[src/core/dss_pkg.sv]
package dss_pkg;

  // Terminal count and width of one function code
  localparam int unsigned TERM_COUNT = 12;
  localparam int unsigned CODE_W     = 8;

  // Stop-input polarity settings
  localparam logic [2:0] POL_BOTH_NO  = 3'h0;
  localparam logic [2:0] POL_BOTH_NC  = 3'h2;
  localparam logic [2:0] POL_TERM_NC  = 3'h4;

  // Set-switch conditions
  localparam logic [3:0] SW_IMMEDIATE = 4'h0;
  localparam logic [3:0] SW_CONST_SPD = 4'hA;

  // Input-terminal function codes
  localparam logic [CODE_W-1:0] FN_SECOND_SET = 8'h03;
  localparam logic [CODE_W-1:0] FN_THIRD_SET  = 8'h09;
  localparam logic [CODE_W-1:0] FN_OUT_STOP   = 8'h18;

  // Reset values of the outputs
  localparam logic RST_ENABLE  = 1'b0;
  localparam logic RST_SHUTOFF = 1'b1;

  // Active parameter set, one-hot
  typedef enum logic [2:0] {
    DSS_SET_FIRST  = 3'h1,
    DSS_SET_SECOND = 3'h2,
    DSS_SET_THIRD  = 3'h4
  } dss_set_t;

  // Set for functions that have only a first and a second set
  localparam logic [1:0] PAIR_FIRST  = 2'h1;
  localparam logic [1:0] PAIR_SECOND = 2'h2;

endpackage : dss_pkg

[src/core/dss_input_logic.sv]
// How it works
// - At polarity 4 the terminal stop input is normally closed and the network stop input normally open.
// - At polarity 4 the drive runs only with the terminal stop on and the network stop off.
// - At polarity 0 both stops must be off to run, at polarity 2 both must be on, else output is cut.
// - A stop request from the internal controller counts like the network stop: normally open at polarity 0 and 4, normally closed at 2.
// - The stop function has its own terminal and also goes to any terminal mapped with code 24.
// - The stop cuts the output in panel, external and network command modes alike.
// - With switch condition 0 the second or third set takes effect as soon as its select turns on.
// - With switch condition 10 the second or third set takes effect only at constant speed.
// - The second set is chosen while its select input is on and the third-set select is off, under the switch condition.
// - The third set is chosen while its select is on, under the switch condition, and that select comes only from terminals mapped with code 9.
// - The second-set select has its own terminal and also goes to any terminal mapped with code 3.
// - Functions that have no third set keep their first-set values while the third set is chosen.
// - A chosen set switches every function that has an alternate set at once.
// - A function mapped to several terminals sees the OR of those terminals.
// - A shutoff decision cuts the output at once, with no ramp, so the motor coasts.
`timescale 1ns/1ns
module dss_input_logic (
  input  wire logic                                 clock,
  input  wire logic                                 sys_rst,
  input  wire logic                                 output_stop_input,
  input  wire logic                                 second_set_select,
  input  wire logic [dss_pkg::TERM_COUNT-1:0]       term_pins,
  input  wire logic                                 comm_stop_input,
  input  wire logic                                 plc_stop_request,
  input  wire logic [dss_pkg::TERM_COUNT*dss_pkg::CODE_W-1:0] terminal_function_map,
  input  wire logic [2:0]                           stop_input_polarity_setting,
  input  wire logic [3:0]                           set_switch_condition,
  input  wire logic                                 at_constant_speed,
  output logic                                      output_enable,
  output logic                                      output_shutoff,
  output logic [2:0]                                active_set,
  output logic [1:0]                                pair_set,
  output logic                                      third_set_select
);

  ////////////////////////////////////////////////////////////////////////
  // Helpers

  // OR of every terminal whose function code equals the one asked for
  function automatic logic mapped_or(
    input logic [dss_pkg::TERM_COUNT*dss_pkg::CODE_W-1:0] fmap,
    input logic [dss_pkg::TERM_COUNT-1:0]                 pins,
    input logic [dss_pkg::CODE_W-1:0]                     code
  );
    logic hit;
    hit = 1'b0;
    for (int i = 0; i < dss_pkg::TERM_COUNT; i++)
    begin
      if (fmap[i*dss_pkg::CODE_W +: dss_pkg::CODE_W] == code)
      begin
        hit = hit | pins[i];
      end
    end
    return hit;
  endfunction : mapped_or

  ////////////////////////////////////////////////////////////////////////
  // Synchronisers for everything that arrives from outside the clock

  localparam int unsigned SYNC_W = dss_pkg::TERM_COUNT + 3;

  logic [SYNC_W-1:0] raw_in;
  logic [SYNC_W-1:0] clean_in;

  assign raw_in = {comm_stop_input, second_set_select, output_stop_input, term_pins};

  dss_pin_sync #(
    .WIDTH (SYNC_W)
  ) u_sync (
    .clock     (clock),
    .sys_rst   (sys_rst),
    .pin_in    (raw_in),
    .pin_clean (clean_in)
  );

  logic [dss_pkg::TERM_COUNT-1:0] term_clean;
  logic                           stop_ded_clean;
  logic                           second_ded_clean;
  logic                           comm_clean;

  assign term_clean       = clean_in[dss_pkg::TERM_COUNT-1:0];
  assign stop_ded_clean   = clean_in[dss_pkg::TERM_COUNT];
  assign second_ded_clean = clean_in[dss_pkg::TERM_COUNT+1];
  assign comm_clean       = clean_in[dss_pkg::TERM_COUNT+2];

  ////////////////////////////////////////////////////////////////////////
  // Resolved input functions

  logic term_stop;
  logic comm_stop;
  logic second_req;
  logic third_req;

  assign term_stop = stop_ded_clean
                   | mapped_or(terminal_function_map, term_clean, dss_pkg::FN_OUT_STOP);

  assign comm_stop = comm_clean | plc_stop_request;

  assign second_req = second_ded_clean
                    | mapped_or(terminal_function_map, term_clean, dss_pkg::FN_SECOND_SET);

  assign third_req = mapped_or(terminal_function_map, term_clean, dss_pkg::FN_THIRD_SET);

  ////////////////////////////////////////////////////////////////////////
  // Shutoff decision; the command-source mode has no say in it

  logic next_output_enable;
  logic next_output_shutoff;

  always_comb
  begin
    case (stop_input_polarity_setting)
      dss_pkg::POL_BOTH_NO: next_output_enable = !term_stop && !comm_stop;
      dss_pkg::POL_BOTH_NC: next_output_enable = term_stop && comm_stop;
      dss_pkg::POL_TERM_NC: next_output_enable = term_stop && !comm_stop;
      // Unknown settings fail safe
      default:              next_output_enable = 1'b0;
    endcase
    next_output_shutoff = !next_output_enable;
  end

  always_ff @(posedge clock or posedge sys_rst)
  begin
    if (sys_rst)
    begin
      output_enable  <= dss_pkg::RST_ENABLE;
      output_shutoff <= dss_pkg::RST_SHUTOFF;
    end
    else
    begin
      output_enable  <= next_output_enable;
      output_shutoff <= next_output_shutoff;
    end
  end

  ////////////////////////////////////////////////////////////////////////
  // Parameter-set selection

  dss_pkg::dss_set_t set_state;
  dss_pkg::dss_set_t next_set_state;
  logic              switch_ok;
  logic [1:0]        next_pair_set;
  logic              next_third_sel;

  always_comb
  begin
    case (set_switch_condition)
      dss_pkg::SW_IMMEDIATE: switch_ok = 1'b1;
      dss_pkg::SW_CONST_SPD: switch_ok = at_constant_speed;
      default:               switch_ok = 1'b1;
    endcase
    if (switch_ok && third_req)
    begin
      next_set_state = dss_pkg::DSS_SET_THIRD;
    end
    else if (switch_ok && second_req)
    begin
      next_set_state = dss_pkg::DSS_SET_SECOND;
    end
    else
    begin
      next_set_state = dss_pkg::DSS_SET_FIRST;
    end
    case (next_set_state)
      dss_pkg::DSS_SET_SECOND: next_pair_set = dss_pkg::PAIR_SECOND;
      default:                 next_pair_set = dss_pkg::PAIR_FIRST;
    endcase
    next_third_sel = third_req;
  end

  // The state register is the port itself, so no second copy can drift from it
  assign active_set = set_state;

  always_ff @(posedge clock or posedge sys_rst)
  begin
    if (sys_rst)
    begin
      set_state        <= dss_pkg::DSS_SET_FIRST;
      pair_set         <= dss_pkg::PAIR_FIRST;
      third_set_select <= 1'b0;
    end
    else
    begin
      set_state        <= next_set_state;
      pair_set         <= next_pair_set;
      third_set_select <= next_third_sel;
    end
  end

endmodule : dss_input_logic

[src/core/dss_pin_sync.sv]
`timescale 1ns/1ns
module dss_pin_sync #(
  parameter int unsigned WIDTH = 1
) (
  input  wire logic             clock,
  input  wire logic             sys_rst,
  input  wire logic [WIDTH-1:0] pin_in,
  output logic      [WIDTH-1:0] pin_clean
);

  logic [WIDTH-1:0] stage1;
  logic [WIDTH-1:0] stage2;
  logic [WIDTH-1:0] stage3;
  logic [WIDTH-1:0] next_pin_clean;

  ////////////////////////////////////////////////////////////////////////
  // A bit changes only once stages two and three agree; stage one stays private
  always_comb
  begin
    for (int i = 0; i < WIDTH; i++)
    begin
      next_pin_clean[i] = (stage2[i] == stage3[i]) ? stage3[i] : pin_clean[i];
    end
  end

  // Three-flop chain, all cleared to the inactive level
  always_ff @(posedge clock or posedge sys_rst)
  begin
    if (sys_rst)
    begin
      stage1    <= '0;
      stage2    <= '0;
      stage3    <= '0;
      pin_clean <= '0;
    end
    else
    begin
      stage1    <= pin_in;
      stage2    <= stage1;
      stage3    <= stage2;
      pin_clean <= next_pin_clean;
    end
  end

endmodule : dss_pin_sync

[config.mk]
export PLATFORM = sky130hd
export DESIGN_NAME = dss_input_logic
export DESIGN_NICKNAME = d
export VERILOG_FILES = /design/src/core/dss_pkg.sv /design/src/core/dss_input_logic.sv /design/src/core/dss_pin_sync.sv
export SDC_FILE = /design/constraint.sdc
export NUM_CORES = 1
export LEC_CHECK = 0
export BUFFER_PORTS_ARGS = -buffer_cell sky130_fd_sc_hd__buf_2
export CORE_ASPECT_RATIO = 1.75
export CORE_MARGIN = 2
export CORE_UTILIZATION = 40
export CTS_BUF_LIST = sky130_fd_sc_hd__clkbuf_2 sky130_fd_sc_hd__clkbuf_4 sky130_fd_sc_hd__clkbuf_8
export CTS_CLUSTER_SIZE = 10
export DETAILED_ROUTE_END_ITERATION = 10
export HOLD_SLACK_MARGIN = 0.06
export PLACE_DENSITY = 0.79
export SLEW_MARGIN = 20
export SYNTH_ARGS = -nofsm -noshare
export SYNTH_HDL_FRONTEND = slang
export SYNTH_SLANG_ARGS = --single-unit
[constraint.sdc]
create_clock -name clock -period 4.31 [get_ports clock]
set_clock_uncertainty 0.15 [all_clocks]
set_input_delay 0.862 -clock clock [delete_from_list [all_inputs] [get_ports clock]]
set_output_delay 0.862 -clock clock [all_outputs]
set_load 0.05 [all_outputs]
### Word level (Yosys, flattened, before mapping)

Index checks and enable logic that the tools add are counted.

* reduce and logical (&&, ||, !) cells: 9
* bitwise gates (word level): 36
* multiplexer cells: 41
* equality and inequality tests: 55

Operators with widths (count)
* 8-bit by 2-bit equality test with 1-bit output, second input constant: 12
* 8-bit by 4-bit equality test with 1-bit output, second input constant: 12
* 8-bit by 5-bit equality test with 1-bit output, second input constant: 12
* 1-bit two-way mux: 37
* 1-bit OR: 36
* 1-bit equality test: 15
* 3-bit by 2-bit equality test with 1-bit output, second input constant: 2
* 1-bit logical AND: 5
* 4-bit equality test, second input constant: 1
* 2-bit two-way mux: 2
* 3-bit equality test, second input constant: 1
* 1-bit logical NOT: 3
* 3-bit logical NOT: 1
* 3-bit two-way mux: 1
* 1-bit one-hot mux with 3 select lines: 1

* register bits after elaboration: 68
* word-level logic and storage cells: 164
* output and inout port bits: 8
* bits of input ports: 122

### Depth between registers and ports, before layout

* depth in word-level cells: 30
* depth in mapped cells: 6
* gate-level depth less buffers: 6

### Hierarchy

Synthesis repeated with hierarchy kept, for this count alone.

* cells, all modules: 185
* area total of the unflattened synthesis: 2646.3 sq um

By module, submodules not included
* dss_pin_sync: cells an instance 76, seq. area each 1501.4 sq um, area each 1674.1 sq um, instances 1
* dss_input_logic: cells an instance 109, seq. area each 178.9 sq um, area each 972.2 sq um, instances 1

### Worst setup path after synthesis

Ideal clock, no wire load.

* kind: input port to flip-flop
* start: input terminal_function_map[84] (netlist bit)
* end: register output_shutoff
* setup time: 86 ps
* data required time: 4074 ps
* stages on the path: 4
* arrival: 2026 ps
* path slack: 2048 ps
* cell sequence: nor4b_1 > a31o_2 > or4_4 > o41a_1

* longest elaborated chain between the ends: 9
* elaborated cells between the ends (all ways): 11
* classes of those cells: 1 x eq/ne; 3 x mux; 2 x bitwise; 5 x reduce/logical

RTL lines
* start, declared: RTL line dss_input_logic.sv:26 `input wire logic [dss_pkg::TERM_COUNT*dss_pkg::CODE_W-1:0] terminal_function_map,`
* 8-bit by 5-bit equality test with 1-bit output *: RTL line dss_input_logic.sv:50 `if (fmap[i*dss_pkg::CODE_W +: dss_pkg::CODE_W] == code)`
* 1-bit two-way mux *: RTL line dss_input_logic.sv:50
* 1-bit OR: RTL line dss_input_logic.sv:52 `hit = hit | pins[i];`
* 1-bit two-way mux *: RTL line dss_input_logic.sv:50
* 1-bit OR *: RTL line dss_input_logic.sv:96 `| mapped_or(terminal_function_map, term_clean, dss_pkg::FN_OUT_STOP);`
* 1-bit logical NOT: RTL line dss_input_logic.sv:114 `dss_pkg::POL_BOTH_NO: next_output_enable = !term_stop && !comm_stop;`
* 1-bit logical AND: RTL line dss_input_logic.sv:114
* 1-bit one-hot mux with 3 select lines *: RTL line dss_input_logic.sv:113 `case (stop_input_polarity_setting)`
* 1-bit logical NOT *: RTL line dss_input_logic.sv:120 `next_output_shutoff = !next_output_enable;`
* via next_output_shutoff: RTL line dss_input_logic.sv:109 `logic next_output_shutoff;`
* end signal, assigned: RTL line dss_input_logic.sv:128 `output_shutoff <= dss_pkg::RST_SHUTOFF;`
* end signal, assigned: RTL line dss_input_logic.sv:133 `output_shutoff <= next_output_shutoff;`
* end, declared: RTL line dss_input_logic.sv:31 `output logic output_shutoff,`

Mark *: on every way through the listed nets, which the timed path passes. The rest lies on a longest branch.
A chain may end at the register's enable or synchronous reset.

### Final worst setup path

* start: input terminal_function_map[34] (netlist bit)
* end: register pair_set[1]

* longest elaborated chain between the ends: 22
* elaborated cells between the ends (all ways): 39
* classes of those cells: 3 x eq/ne; 19 x mux; 15 x bitwise; 2 x reduce/logical

RTL lines
* 8-bit by 2-bit equality test with 1-bit output: RTL line dss_input_logic.sv:50
* 1-bit two-way mux: RTL line dss_input_logic.sv:50
* 1-bit OR: RTL line dss_input_logic.sv:52
* 1-bit two-way mux: RTL line dss_input_logic.sv:50
* 1-bit OR: RTL line dss_input_logic.sv:52
* 1-bit two-way mux: RTL line dss_input_logic.sv:50
* 1-bit OR: RTL line dss_input_logic.sv:52
* 1-bit two-way mux: RTL line dss_input_logic.sv:50
* [... 7 more ...]
* 1-bit two-way mux: RTL line dss_input_logic.sv:50
* 1-bit OR: RTL line dss_input_logic.sv:101 `| mapped_or(terminal_function_map, term_clean, dss_pkg::FN_SECOND_SET);`
* 1-bit logical AND: RTL line dss_input_logic.sv:157 `else if (switch_ok && second_req)`
* 2-bit two-way mux: RTL line dss_input_logic.sv:157
* 3-bit two-way mux *: RTL line dss_input_logic.sv:153 `if (switch_ok && third_req)`
* 3-bit by 2-bit equality test with 1-bit output *: RTL line dss_input_logic.sv:165 `case (next_set_state)`
* 2-bit two-way mux *: RTL line dss_input_logic.sv:165
* via next_pair_set[1]: RTL line dss_input_logic.sv:143 `logic [1:0] next_pair_set;`
* end signal, assigned: RTL line dss_input_logic.sv:180 `pair_set <= dss_pkg::PAIR_FIRST;`
* end signal, assigned: RTL line dss_input_logic.sv:186 `pair_set <= next_pair_set;`
* end, declared: RTL line dss_input_logic.sv:33 `output logic [1:0] pair_set,`

Marked as above.

==> metrics <==
pwr/cell area=370 nW/um2; Ant. Diodes=0; CTS tree=built; Reg clk slew, reported paths=roughly 0.060 ns; initial antenna violation count=0; final WL=6190 um; largest net degree at the start of global routing=46; Seq cells post-synth=67; via count=2170; # port buffers=roughly 130; Net Count, Synth=about 320; die width=65.2 um; Yosys top cell by area=dfrtp_1; synth top area cells=dfrtp_1 61%, maj3_1 5.7%, nand4b_1 4.7%; share of cells above drive strength 1=0.456; RSZ-0062 raised after global routing=false; CTS Hold Bufs=0; CP Launch Type=input pin; Syn Area/Cell=13.6 um2; most common cell after layout, fill and taps aside=buf_2; most frequent cells in the layout=129 x buf_2, 64 x dfrtp_1, 15 x nand4_1, 15 x nor2b_1, 15 x maj3_1; # rows=39; Fin Hold WS=roughly 0.20 ns; DP Area=~3400 um2; period utilization=0.501; fin nets=455; Worst EP arrival=2.24 ns; DRC errors left=0; Top delay family on crit path=simple AND/OR/NAND/NOR gates; fillcell total=584; Slew headroom=0.404; die area=7250 um2; first-pass GRT wire length=around 9800 um; slowest CP cell=o32ai_1; gpl congestion=0.865; Max VDD drop=roughly 0.00027 V; DP Wirelength=5030 um; dpl ws=1.81 ns; required time worst endpoint=4.39 ns; clock sink total=67; Max Slew Vio Count=0; Post-Synthesis Cells=193; Avg Vias per Cell=approximately 5.2; Buf+Inv Stages, Crit Path=1; Reg2Reg Setup Slack=2.41 ns; Remaining Overflow, GRT=0; Synth Warn #=0; register area share after synthesis=0.640; Routed wire per std cell=14.7 um; crit end category=flip-flop; Worst-Margin Slew=~0.89 ns; Post-Route Setup TNS=0 ns; distinct cell type count after synthesis=36; peak fanout along the critical path=5; I/O pin count=130; post-CTS setup buffer count=0; Detail Route Antenna Nets=0; minimum clock period=between 2 and 2.5 ns; P_leak=1.68 nW; Initial DRT Pass Iterations=4; CTS Buf Count=9; Core Region=6440 um2; Fmax achieved=463 MHz; area grow syn2layout=35.6%; Min-Delay Path Class=flip-flop to flip-flop; Syn Std Cell Area=2630 um2; critical path class=input pin to flip-flop; clk root buf=clkbuf_8; final core utilization=0.553; Fin. Hold Viols=0; Synth top area share=0.610; Worst path max stage delay=0.47 ns; Clock Tree Buf Depth=2; Final Cell Area=3560 um2; initial drt markers=86; # setup viols final=0; Clock Latency Late Sink=approximately 0.34 ns; final setup margin=2.15 ns; status=complete, no violations; Starting Density=0.408; MaxCap Viol Count=0; htree depth=3; vias in the first global route=2262; critical-path cell list=buf_2 > nor4_1 > nand4b_1 > o32ai_1 > nor4_2 > and2_1; DIE HEIGHT=111 um; gr usage total=0.185; Gates resized, CTS repair=0
==> registers in the layout, summed over array words and instances, names as in the netlist <==
signal,count
u_sync.pin_clean,15
u_sync.stage1,15
u_sync.stage2,15
u_sync.stage3,15
active_set,2
pair_set,2
output_enable,1
output_shutoff,1
third_set_select,1
==> worst reg2reg max path, cell delays in order, from the launching register on <==
cell and delay (ns):
dfrtp_1 0.39, and3b_1 0.18, nand4b_1 0.10, nand4_1 0.12, or4_4 0.56, o41a_1 0.31
==> kinds of logic (layout without fill, tap and decap cells) <==
group | after synthesis | after routing | share of synthesized area
buf+inv | 5 | 150 | 0.00858
compound gates | 10 | 10 | 0.0315
flops | 67 | 67 | 0.640
simple gates | 96 | 96 | 0.263
fa+ha+maj | 15 | 15 | 0.0572
==> final timing paths <==
path	start	end	cells after the start
hold / removal	u_sync.stage1[0]$_DFF_PP0_	u_sync.stage2[0]$_DFF_PP0_	0
hold reg to reg	u_sync.stage1[0]$_DFF_PP0_	u_sync.stage2[0]$_DFF_PP0_	0
setup reg to reg	u_sync.pin_clean[11]$_DFFE_PP0N_	output_shutoff$_DFF_PP1_	5
max in group asynchronous	sys_rst	u_sync.pin_clean[6]$_DFFE_PP0N_	3
min in group asynchronous	sys_rst	u_sync.pin_clean[5]$_DFFE_PP0N_	2
setup / recovery	terminal_function_map[34]	pair_set[1]$_DFF_PP0_	6
==> final cells by class <==
type | instances | area, um2 | area share
Multi-Input combinational cell | 121 | 922 | 0.259
Timing Repair Buffer | 130 | 653 | 0.183
Sequential cell | 67 | 1680 | 0.472
Tap cell | 82 | 103 | 0.0288
Clock buffer | 14 | 174 | 0.0489
Clock inverter | 2 | 12.5 | 0.00351
Inverter | 4 | 15.0 | 0.00422
==> per-layer routing <==
metal  share of wire  vias up  track usage  routed length, um
met5               0        -            0                  0
met4           0.050        0        0.115                308
met3           0.071       30       0.0579                441
met2            0.50      104        0.308               3120
met1            0.37     1006        0.197               2310
li1                -     1030            -                  -
==> where the power goes <==
group          total (mW)  leakage, nW  internal (mW)  switching, mW
Clock               0.474       0.0969          0.259          0.215
Sequential          0.693        0.785          0.671         0.0212
Combinational       0.149        0.797         0.0738         0.0754
==> through the flow <==
| stage | cells | total power [mW] |
|---|---|---|
| floorplan | 193 | 0.774 |
| global placement | 404 | 0.848 |
| CTS | 420 | 1.33 |
| global route | 420 | 1.38 |
| finish | 420 | 1.32 |
| detailed placement | 404 | 0.855 |
==> cells in the mapped netlist (all sizes together) <==
cell / instances
dfrtp: 64
maj3: 15
nand4: 15
nor2b: 15
nand4b: 14
nor4: 11
nor4bb: 8
nand3: 6
inv: 4
nand2b: 4
nor2: 4
dfstp: 3
nor3: 3
and3b: 2
and4b: 2
and4bb: 2
nand2: 2
nor4b: 2
o21ai: 2
a21o: 1
a311o: 1
a31o: 1
and2: 1
buf: 1
nand3b: 1
nand4bb: 1
nor3b: 1
o2111ai: 1
o221ai: 1
o32ai: 1
o41a: 1
o41ai: 1
or3: 1
or4: 1
Power figures use the tool's default switching activity.
